**config.mk**
```make
export PLATFORM = sky130hd
export DESIGN_NAME = muxp_port
export DESIGN_NICKNAME = d
export VERILOG_FILES = /design/src/include/muxp_pkg.sv /design/src/verilog/muxp_sync.sv /design/src/verilog/muxp_port.sv
export SDC_FILE = /design/constraint.sdc
export NUM_CORES = 1
export LEC_CHECK = 0
export BUFFER_PORTS_ARGS = -buffer_cell sky130_fd_sc_hd__clkbuf_2
export CORE_UTILIZATION = 54
export DETAILED_ROUTE_END_ITERATION = 8
export HOLD_SLACK_MARGIN = 0.15
export PLACE_DENSITY = 0.82
export SYNTH_ARGS = -nofsm -noshare
export SYNTH_HDL_FRONTEND = slang
export SYNTH_SLANG_ARGS = --single-unit
```
**constraint.sdc**
```tcl
create_clock -name clk -period 3.7 [get_ports clk]
set_clock_uncertainty 0.2 [all_clocks]
set_input_delay 0.555 -clock clk [delete_from_list [all_inputs] [get_ports clk]]
set_output_delay 0.555 -clock clk [all_outputs]
set_load 0.02 [all_outputs]
```
**src/include/muxp_pkg.sv**
```systemverilog
// shared types and constants for the multiplexed host register port
// assumes one 10 MHz clock; host pins are asynchronous to it
package muxp_pkg;
	// ==============================================================
	// widths and timing
	// ==============================================================
	// width of the shared address/data lines
	localparam int AD_W = 8;
	// system clock period in ns
	localparam int CLK_PERIOD_NS = 100;
	// pin-to-logic latency of the input synchroniser, in clocks
	localparam int SYNC_LAT = 2;

	// ==============================================================
	// pin bundle as seen after synchronisation
	// ==============================================================
	typedef struct packed {
		logic cs_n; // chip select, active low
		logic address_latch_n; // address strobe, active low
		logic read_strobe_n; // read strobe, active low
		logic write_strobe_n; // write strobe, active low
		logic [AD_W-1:0] ad; // shared address/data lines
	} muxp_pins_t;

	// width of the synchronised bundle
	localparam int PINS_W = $bits(muxp_pins_t);

	// idle pin levels, used as synchroniser reset value
	localparam muxp_pins_t PINS_IDLE = '{
		cs_n: 1'h1,
		address_latch_n: 1'h1,
		read_strobe_n: 1'h1,
		write_strobe_n: 1'h1,
		ad: 8'h00
	};

	// reset value of the held address and data bytes
	localparam logic [AD_W-1:0] BYTE_RST = 8'h00;

	// access phase of the port
	typedef enum logic [1:0] {
		MUXP_IDLE,
		MUXP_ADDR,
		MUXP_DATA
	} muxp_phase_t;
endpackage

```
**src/verilog/muxp_sync.sv**
```systemverilog
// two-stage synchroniser for a bundle of asynchronous pins
// assumes each bit is independently sampled; multi-bit skew is absorbed by the caller
module muxp_sync #(
	parameter int W = 1,
	parameter logic [W-1:0] RST_VAL = '0
) (
	input wire logic clk,
	input wire logic sys_rst,
	input wire logic [W-1:0] async_in,
	output logic [W-1:0] sync_out
);
	// first stage, read only by the second stage
	logic [W-1:0] meta;

	// ==============================================================
	// double flop
	// ==============================================================
	// reset to idle levels so no false edge is seen after reset
	always_ff @(posedge clk)
	begin
		if (sys_rst)
		begin
			meta <= RST_VAL;
			sync_out <= RST_VAL;
		end
		else
		begin
			meta <= async_in;
			sync_out <= meta;
		end
	end
endmodule

```
**src/verilog/muxp_port.sv**
```systemverilog
// multiplexed 8-bit host register port: latches an address, then moves one or more bytes at that address
// assumes host strobes are slow against clk (several clocks per phase) and that
// register storage sits outside, answering rd_req with rd_data on the same clock
module muxp_port (
	input wire logic clk,
	input wire logic sys_rst,
	input wire logic cs_n,
	input wire logic address_latch_n,
	input wire logic read_strobe_n,
	input wire logic write_strobe_n,
	input wire logic [muxp_pkg::AD_W-1:0] ad_in,
	output logic [muxp_pkg::AD_W-1:0] ad_out,
	output logic ad_oe,
	output logic [muxp_pkg::AD_W-1:0] reg_addr,
	output logic rd_req,
	input wire logic [muxp_pkg::AD_W-1:0] rd_data,
	output logic wr_start,
	output logic wr_req,
	output logic [muxp_pkg::AD_W-1:0] wr_data,
	output logic data_phase
);
	// ==============================================================
	// input synchronisation
	// ==============================================================
	// raw pins gathered into one bundle
	muxp_pkg::muxp_pins_t raw_pins;
	// bundle after two flops
	muxp_pkg::muxp_pins_t s;
	// bundle one clock older, for edge detection
	muxp_pkg::muxp_pins_t p;
	// current access phase
	muxp_pkg::muxp_phase_t phase;

	// flat copies so $past sees plain signals
	logic s_cs_n;
	logic s_rd_n;
	logic s_wr_n;
	logic [muxp_pkg::AD_W-1:0] s_ad;

	assign raw_pins = '{
		cs_n: cs_n,
		address_latch_n: address_latch_n,
		read_strobe_n: read_strobe_n,
		write_strobe_n: write_strobe_n,
		ad: ad_in
	};
	assign s_cs_n = s.cs_n;
	assign s_rd_n = s.read_strobe_n;
	assign s_wr_n = s.write_strobe_n;
	assign s_ad = s.ad;

	// strobes and data share one synchroniser so they keep their alignment
	muxp_sync #(
		.W(muxp_pkg::PINS_W),
		.RST_VAL(muxp_pkg::PINS_IDLE)
	) i_muxp_sync (
		.clk(clk),
		.sys_rst(sys_rst),
		.async_in(raw_pins),
		.sync_out(s)
	);

	// previous sample of the synchronised bundle
	always_ff @(posedge clk)
	begin
		if (sys_rst)
			p <= muxp_pkg::PINS_IDLE;
		else
			p <= s;
	end

	// ==============================================================
	// edge decode
	// ==============================================================
	// latch strobe going high closes the address phase
	logic latch_rise;
	// read strobe falling edge
	logic rd_fall;
	// write strobe edges
	logic wr_fall;
	logic wr_rise;
	// chip select is asserted now
	logic sel;

	assign sel = !s.cs_n;
	assign latch_rise = !p.address_latch_n && s.address_latch_n;
	assign rd_fall = p.read_strobe_n && !s.read_strobe_n;
	assign wr_fall = p.write_strobe_n && !s.write_strobe_n;
	assign wr_rise = !p.write_strobe_n && s.write_strobe_n;

	// ==============================================================
	// phase tracking
	// ==============================================================
	// dropping chip select always ends the access, whatever the strobes do
	always_ff @(posedge clk)
	begin
		if (sys_rst)
			phase <= muxp_pkg::MUXP_IDLE;
		else if (!sel)
			phase <= muxp_pkg::MUXP_IDLE;
		else if (!s.address_latch_n)
			phase <= muxp_pkg::MUXP_ADDR;
		else if (latch_rise)
			phase <= muxp_pkg::MUXP_DATA;
	end

	// data phase flag for the register side
	always_ff @(posedge clk)
	begin
		if (sys_rst)
			data_phase <= 1'h0;
		else
			data_phase <= sel && (phase == muxp_pkg::MUXP_DATA || latch_rise);
	end

	// ==============================================================
	// address latch
	// ==============================================================
	// address holds until the next latch edge, so back-to-back data
	// accesses without a new address reuse it
	always_ff @(posedge clk)
	begin
		if (sys_rst)
			reg_addr <= muxp_pkg::BYTE_RST;
		else if (sel && latch_rise)
			reg_addr <= s.ad;
	end

	// ==============================================================
	// read path
	// ==============================================================
	// one-clock request to the register side on the read strobe fall
	always_ff @(posedge clk)
	begin
		if (sys_rst)
			rd_req <= 1'h0;
		else
			rd_req <= sel && rd_fall && phase == muxp_pkg::MUXP_DATA;
	end

	// fetched byte is held until the next read, not cleared on strobe rise
	always_ff @(posedge clk)
	begin
		if (sys_rst)
			ad_out <= muxp_pkg::BYTE_RST;
		else if (rd_req)
			ad_out <= rd_data;
	end

	// enable is the slowest path to release: it follows the synchronised
	// strobe, so the pad keeps driving about three clocks past the rise
	always_ff @(posedge clk)
	begin
		if (sys_rst)
			ad_oe <= 1'h0;
		else
			ad_oe <= sel && !s.read_strobe_n && phase == muxp_pkg::MUXP_DATA;
	end

	// ==============================================================
	// write path
	// ==============================================================
	// strobe fall only announces the write; data is taken at the rise
	always_ff @(posedge clk)
	begin
		if (sys_rst)
			wr_start <= 1'h0;
		else
			wr_start <= sel && wr_fall && phase == muxp_pkg::MUXP_DATA;
	end

	// write pulse and data leave together on the strobe rise
	always_ff @(posedge clk)
	begin
		if (sys_rst)
			wr_req <= 1'h0;
		else
			wr_req <= sel && wr_rise && phase == muxp_pkg::MUXP_DATA;
	end

	// byte taken from the synchronised lines, aligned with the strobe
	always_ff @(posedge clk)
	begin
		if (sys_rst)
			wr_data <= muxp_pkg::BYTE_RST;
		else if (sel && wr_rise && phase == muxp_pkg::MUXP_DATA)
			wr_data <= s.ad;
	end
endmodule

```
## Word-level counts from Yosys, hierarchy flattened

Index checks and enable logic that the tools add are counted.

| cells by class | value |
|---|---|
| reductions and logical operators | 22 |
| eq/ne operators | 2 |
| mux-type cells | 2 |
| bitwise gates (word level) | 1 |

Operators with widths:

| cell | count |
|---|---|
| logical AND 1 bit | 14 |
| zero test 1 bit | 5 |
| OR reduction 3 bit | 1 |
| equality test 2 bit, second input constant | 1 |
| 2-to-1 mux 1 bit | 2 |
| != test 2 bit, second input constant | 1 |
| OR reduction 2 bit | 1 |
| logical OR 1 bit | 1 |
| NOT 1 bit | 1 |

| word-level totals | value |
|---|---|
| logic and storage cells | 42 |
| bits of input ports | 22 |
| flip-flop bits (word level) | 58 |
| output and inout port bits | 29 |

## Logic depth before layout (Yosys ltp)

| depth | value |
|---|---|
| depth after elaboration | 4 |
| depth in mapped cells | 4 |
| gate-level depth less buffers | 3 |

## Modules after synthesis

From an unflattened synthesis, not the netlist that was laid out.

| second synthesis, totals | value |
|---|---|
| cell total of the unflattened synthesis | 164 |
| area total of the unflattened synthesis | 1885.6 sq um |

Modules (own cells, without submodules):

| module | cells each | area an instance (sq um) | times used | seq. area each (sq um) |
|---|---|---|---|---|
| muxp_port | 114 | 1237.4 | 1 | 680.7 |
| muxp_sync | 50 | 648.1 | 1 | 480.5 |

## Least setup slack after synthesis

Ideal clock, no wire load.

| timing path | value |
|---|---|
| path kind | in2reg |
| start | input port sys_rst |
| end | register rd_req |
| data required time | 3441 ps |
| path buffers | 1 |
| stages | 4 |
| slack | 2066 ps |
| library setup time | 59 ps |
| arrival time | 1375 ps |
| cells stage by stage | buf_2 -> or4b_4 -> nor2_2 -> and2_1 |

RTL lines:

| what | RTL line | RTL |
|---|---|---|
| start, declared | muxp_port.sv:6 | `input wire logic sys_rst,` |
| end signal, assigned | muxp_port.sv:138 | `rd_req <= sel && rd_fall && phase == muxp_pkg::MUXP_DATA;` |
| end, declared | muxp_port.sv:15 | `output logic rd_req,` |

## Worst setup path in the final report

| timing path | value |
|---|---|
| start | register i_muxp_sync.sync_out[11] |
| end | register wr_data[3] in the netlist's numbering |

| between the ends | value |
|---|---|
| cells in the longest elaborated chain, start to end | 3 |

Ends and longest elaborated chain:

| what | RTL line | RTL |
|---|---|---|
| start, declared | muxp_sync.sv:10 | `output logic [W-1:0] sync_out` |
| start signal, assigned | muxp_sync.sv:29 | `sync_out <= meta;` |
| zero test 1 bit | muxp_port.sv:85 | `assign sel = !s.cs_n;` |
| logical AND 1 bit (2 in series) | muxp_port.sv:186 | `else if (sel && wr_rise && phase == muxp_pkg::MUXP_DATA)` |
| end signal, assigned | muxp_port.sv:185 | `wr_data <= muxp_pkg::BYTE_RST;` |
| end signal, assigned | muxp_port.sv:187 | `wr_data <= s.ad;` |
| end, declared | muxp_port.sv:19 | `output logic [muxp_pkg::AD_W-1:0] wr_data,` |

No other way between the ends.
A chain may end at the register's enable or synchronous reset.

==> metrics.json <==
{
  "outcome": "complete, no violations",
  "combPwrFrac_pct": 3.3,
  "worstHoldStart": "write_strobe_n",
  "drt-met1-wl_um": 1380,
  "cts_buffers": 9,
  "synth_simple_gate_area_share_pct": 22.3,
  "maxClockFrequency_ghz": 0.502,
  "layoutNonFillerInstCount": 270,
  "overflow": 0,
  "synth.lib_cells_used.distinct": 21,
  "antenna_cells": 0,
  "top_layer_used": "met4",
  "clkLatencyLatePin_ns": 0.36,
  "max-vdd-ir-drop_uv": 242,
  "timing.reg2reg.worst_path_depth": 3,
  "cts-root-buf": "sky130_fd_sc_hd__clkbuf_4",
  "hpwlAfterDp_um": 2160,
  "arrival_time_of_the_worst_setup_path_ns": 2.09,
  "clock_tree_from_tritoncts": "yes",
  "critPathSlowestCell": "sky130_fd_sc_hd__nor3b_2",
  "share_clk_of_total_power_pct": 39.1,
  "dp_worst_setup_slack_ns": 1.71,
  "worst_path_dominant_cell_family": "simple AND/OR/NAND/NOR gates",
  "floorplan.initialDensity_pct": 56.6,
  "final_period_minus_worst_setup_slack_ns": 1.99,
  "routedWlPerCell_um": 11.4,
  "dr.first_iter.drc_count": 22,
  "holdPathEnd": "i_muxp_sync.meta[8]",
  "top_level_ports": 51,
  "path_class": "flip-flop to flip-flop",
  "fp.dieW_um": 61.1,
  "via_count": 1250,
  "final.setup.tns_ns": 0,
  "synth_cell_area_um2": 1890,
  "finalMaxSlewViolations": 0,
  "worst_r2r_startpoint": "i_muxp_sync.sync_out[11]",
  "whs_path_depth": 2,
  "drt_first_pass_iters": 4,
  "fp.coreArea_um2": 3340,
  "grt_antenna_before_repair": 0,
  "hold_violations": 0,
  "maxSlewHeadroom_pct": 38.3,
  "crit_fanout": 9,
  "globalplace.congestion": 0.727,
  "switchingPower_mw": 0.225,
  "drc_errors": 0,
  "wl_um": 3080,
  "power.sequential.fraction_pct": 57.6,
  "fin_crit_sh_pct": 53.8,
  "fin_ws_ns": 1.71,
  "cp-start-kind": "flip-flop",
  "hp-class": "input port to flip-flop",
  "design_internal_power_mw": 0.889,
  "count_of_cell_instances_traversed_by_the_critical_path": 3,
  "timing.critical_path.required_ns": 3.80,
  "synth.avg_cell_area_um2": 11.4,
  "port-buffer-count": 50,
  "synth_register_bits": 58,
  "leakage_nw": 0.954,
  "critical_path.endpoint_type": "flip-flop",
  "die_area_um2": 3740,
  "critical_path_buffer_and_inverter_count": 0,
  "grt_usage_pct": 18.1,
  "pwr_density_cell_nw_per_um2": 479,
  "fp.dieH_um": 61.1,
  "synth.mux.area_fraction_pct": 12.7,
  "worstReg2RegEnd": "wr_data[3]",
  "nNetsFinal": 241,
  "path_clk_slew_ns": 0.09,
  "parity_gate_share_of_the_synthesized_area_counting_xor_and_xnor_cells_pct": 0,
  "swShare_pct": 20.2,
  "share_of_post_route_cells_with_drive_strength_above_1_pct": 36.6,
  "drt.antenna.violating_nets": 0,
  "postSynthNetCount": 187,
  "grt_pass1_vias": 1161,
  "met3_wirelength_um": 205,
  "worst_pin_slew_ns": 0.922,
  "via_per_inst": 4.63,
  "row_count": 21,
  "longest_individual_stage_delay_on_the_worst_path_ns": 0.70,
  "clock_tree.buffer_depth": 2,
  "clock_tree.htree_level_count": 3,
  "grt_setup_unrepaired": "no",
  "route.met2.wl_um": 1480,
  "global_route_wire_length_before_repair_um": 4770,
  "post-cts-setup-buffer-count": 0,
  "cap_viol_max_count": 0,
  "area_share_of_fa_ha_maj_cells_after_synthesis_pct": 0,
  "setup_violations": 0,
  "clock-sinks": 58,
  "placedCellCount": 252,
  "synthesis_to_layout_area_growth_pct": 23.1,
  "synthesis.yosys.warnings": 0,
  "maximum_number_of_pins_on_one_net_before_global_route_repair": 50,
  "crit_chain": "or3b_4 -> nor3b_2 -> mux2i_1",
  "combinational_family_with_the_most_area_after_synthesis": "simple AND/OR/NAND/NOR gates",
  "yosysSeqAreaShare_pct": 61.5,
  "synth-compound-area-share_pct": 0.663,
  "rrSetupSlack_ns": 1.71,
  "netlist_instances": 165
}
==> kinds of logic after synthesis <==
family,Yosys count
compound gates,2
simple gates,70
buf+inv,11
mux,24
flops,58
==> placed cells by master, fill, tap and decap left out, drive strengths merged <==
master,instances
a211oi,1
a21oi,1
and2,1
and2b,1
buf,1
clkbuf,65
clkinv,1
dfxtp,58
dlygate4sd3,2
inv,1
mux2i,24
nand2,1
nand2b,16
nor2,17
nor2b,17
nor3b,3
nor4b,1
or2,11
or3b,1
or4b,1
==> per-stage QoR <==
step	instance area (um2)	total power [mW]	util [%]	hold slack [ns]
2_1_floorplan	1890	0.677	-	0.189
3_3_place_gp	2160	0.689	64.7	0.191
3_5_place_dp	2160	0.692	64.7	0.196
4_1_cts	2300	1.13	69.0	0.152
5_1_grt	2320	1.16	69.6	0.153
6_report	2320	1.11	69.6	0.177
==> registers in the layout, summed over array words and instances, names as in the netlist <==
register,cells
p,3
wr_data,8
wr_req,1
data_phase,1
rd_req,1
i_muxp_sync.sync_out,12
ad_oe,1
i_muxp_sync.meta,12
phase,2
wr_start,1
ad_out,8
reg_addr,8
==> how the worst max path moves through the flow <==
| stage | slack, ns | from | endpoint |
|---|---|---|---|
| 2_1_floorplan | 2.07 | sys_rst | rd_req |
| 5_1_grt | 1.59 | rd_req | rd_req |
| 3_3_place_gp | 1.81 | i_muxp_sync.sync_out[11] | wr_data[3] |
| 3_5_place_dp | 1.71 | i_muxp_sync.sync_out[11] | wr_data[3] |
| 6_report | 1.71 | i_muxp_sync.sync_out[11] | wr_data[3] |
| 4_1_cts | 1.68 | rd_req | rd_req |
==> synthesized netlist by cell type, drive strengths merged <==
library cell | n | area [um2]
dfxtp | 58 | 1160
mux2i | 24 | 240
nor2 | 17 | 66.3
nor2b | 17 | 106
nand2b | 16 | 100
or2 | 11 | 68.8
buf | 5 | 31.3
clkbuf | 5 | 18.8
nor3b | 3 | 27.5
a211oi | 1 | 7.51
a21oi | 1 | 5.00
and2 | 1 | 6.26
and2b | 1 | 7.51
inv | 1 | 3.75
nand2 | 1 | 3.75
nor4b | 1 | 8.76
or3b | 1 | 11.3
or4b | 1 | 13.8
==> power by group through the flow <==
stage / logic [mW] / registers [mW] / clock network (mW)
floorplan: 0.0221 / 0.655 / 0
global placement: 0.0332 / 0.656 / 0
detailed placement: 0.0353 / 0.657 / 0
CTS: 0.0353 / 0.642 / 0.452
global route: 0.0410 / 0.644 / 0.479
finish: 0.0365 / 0.642 / 0.435
==> timing repair <==
| item | in CTS | in global routing |
|---|---|---|
| gates resized for setup | 0 | 0 |
| hold endpoints to repair | 0 | 2 |
| hold buffers | 0 | 2 |
==> layout make-up <==
type | count | area [um2]
Tap cell | 46 | 57.6
Clock inverter | 1 | 5.00
Multi-Input combinational cell | 96 | 678
Fill cell | 262 | 1010
Clock buffer | 15 | 140
Timing Repair Buffer | 53 | 278
Inverter | 1 | 3.75
Sequential cell | 58 | 1160
==> per-layer routing <==
| metal | GRT usage [%] | up-vias |
|---|---|---|
| li1 | - | 637 |
| met1 | 19.8 | 567 |
| met2 | 30.1 | 44 |
| met3 | 8.19 | 2 |
| met4 | 7.79 | 0 |
| met5 | 0 | - |
==> worst reg2reg max path: cells and delay by family (launching register included) <==
family | cells | cell delay, ns
flops | 1 | 0.36
mux | 1 | 0.27
simple gates | 2 | 1.09
Power figures use the tool's default switching activity.
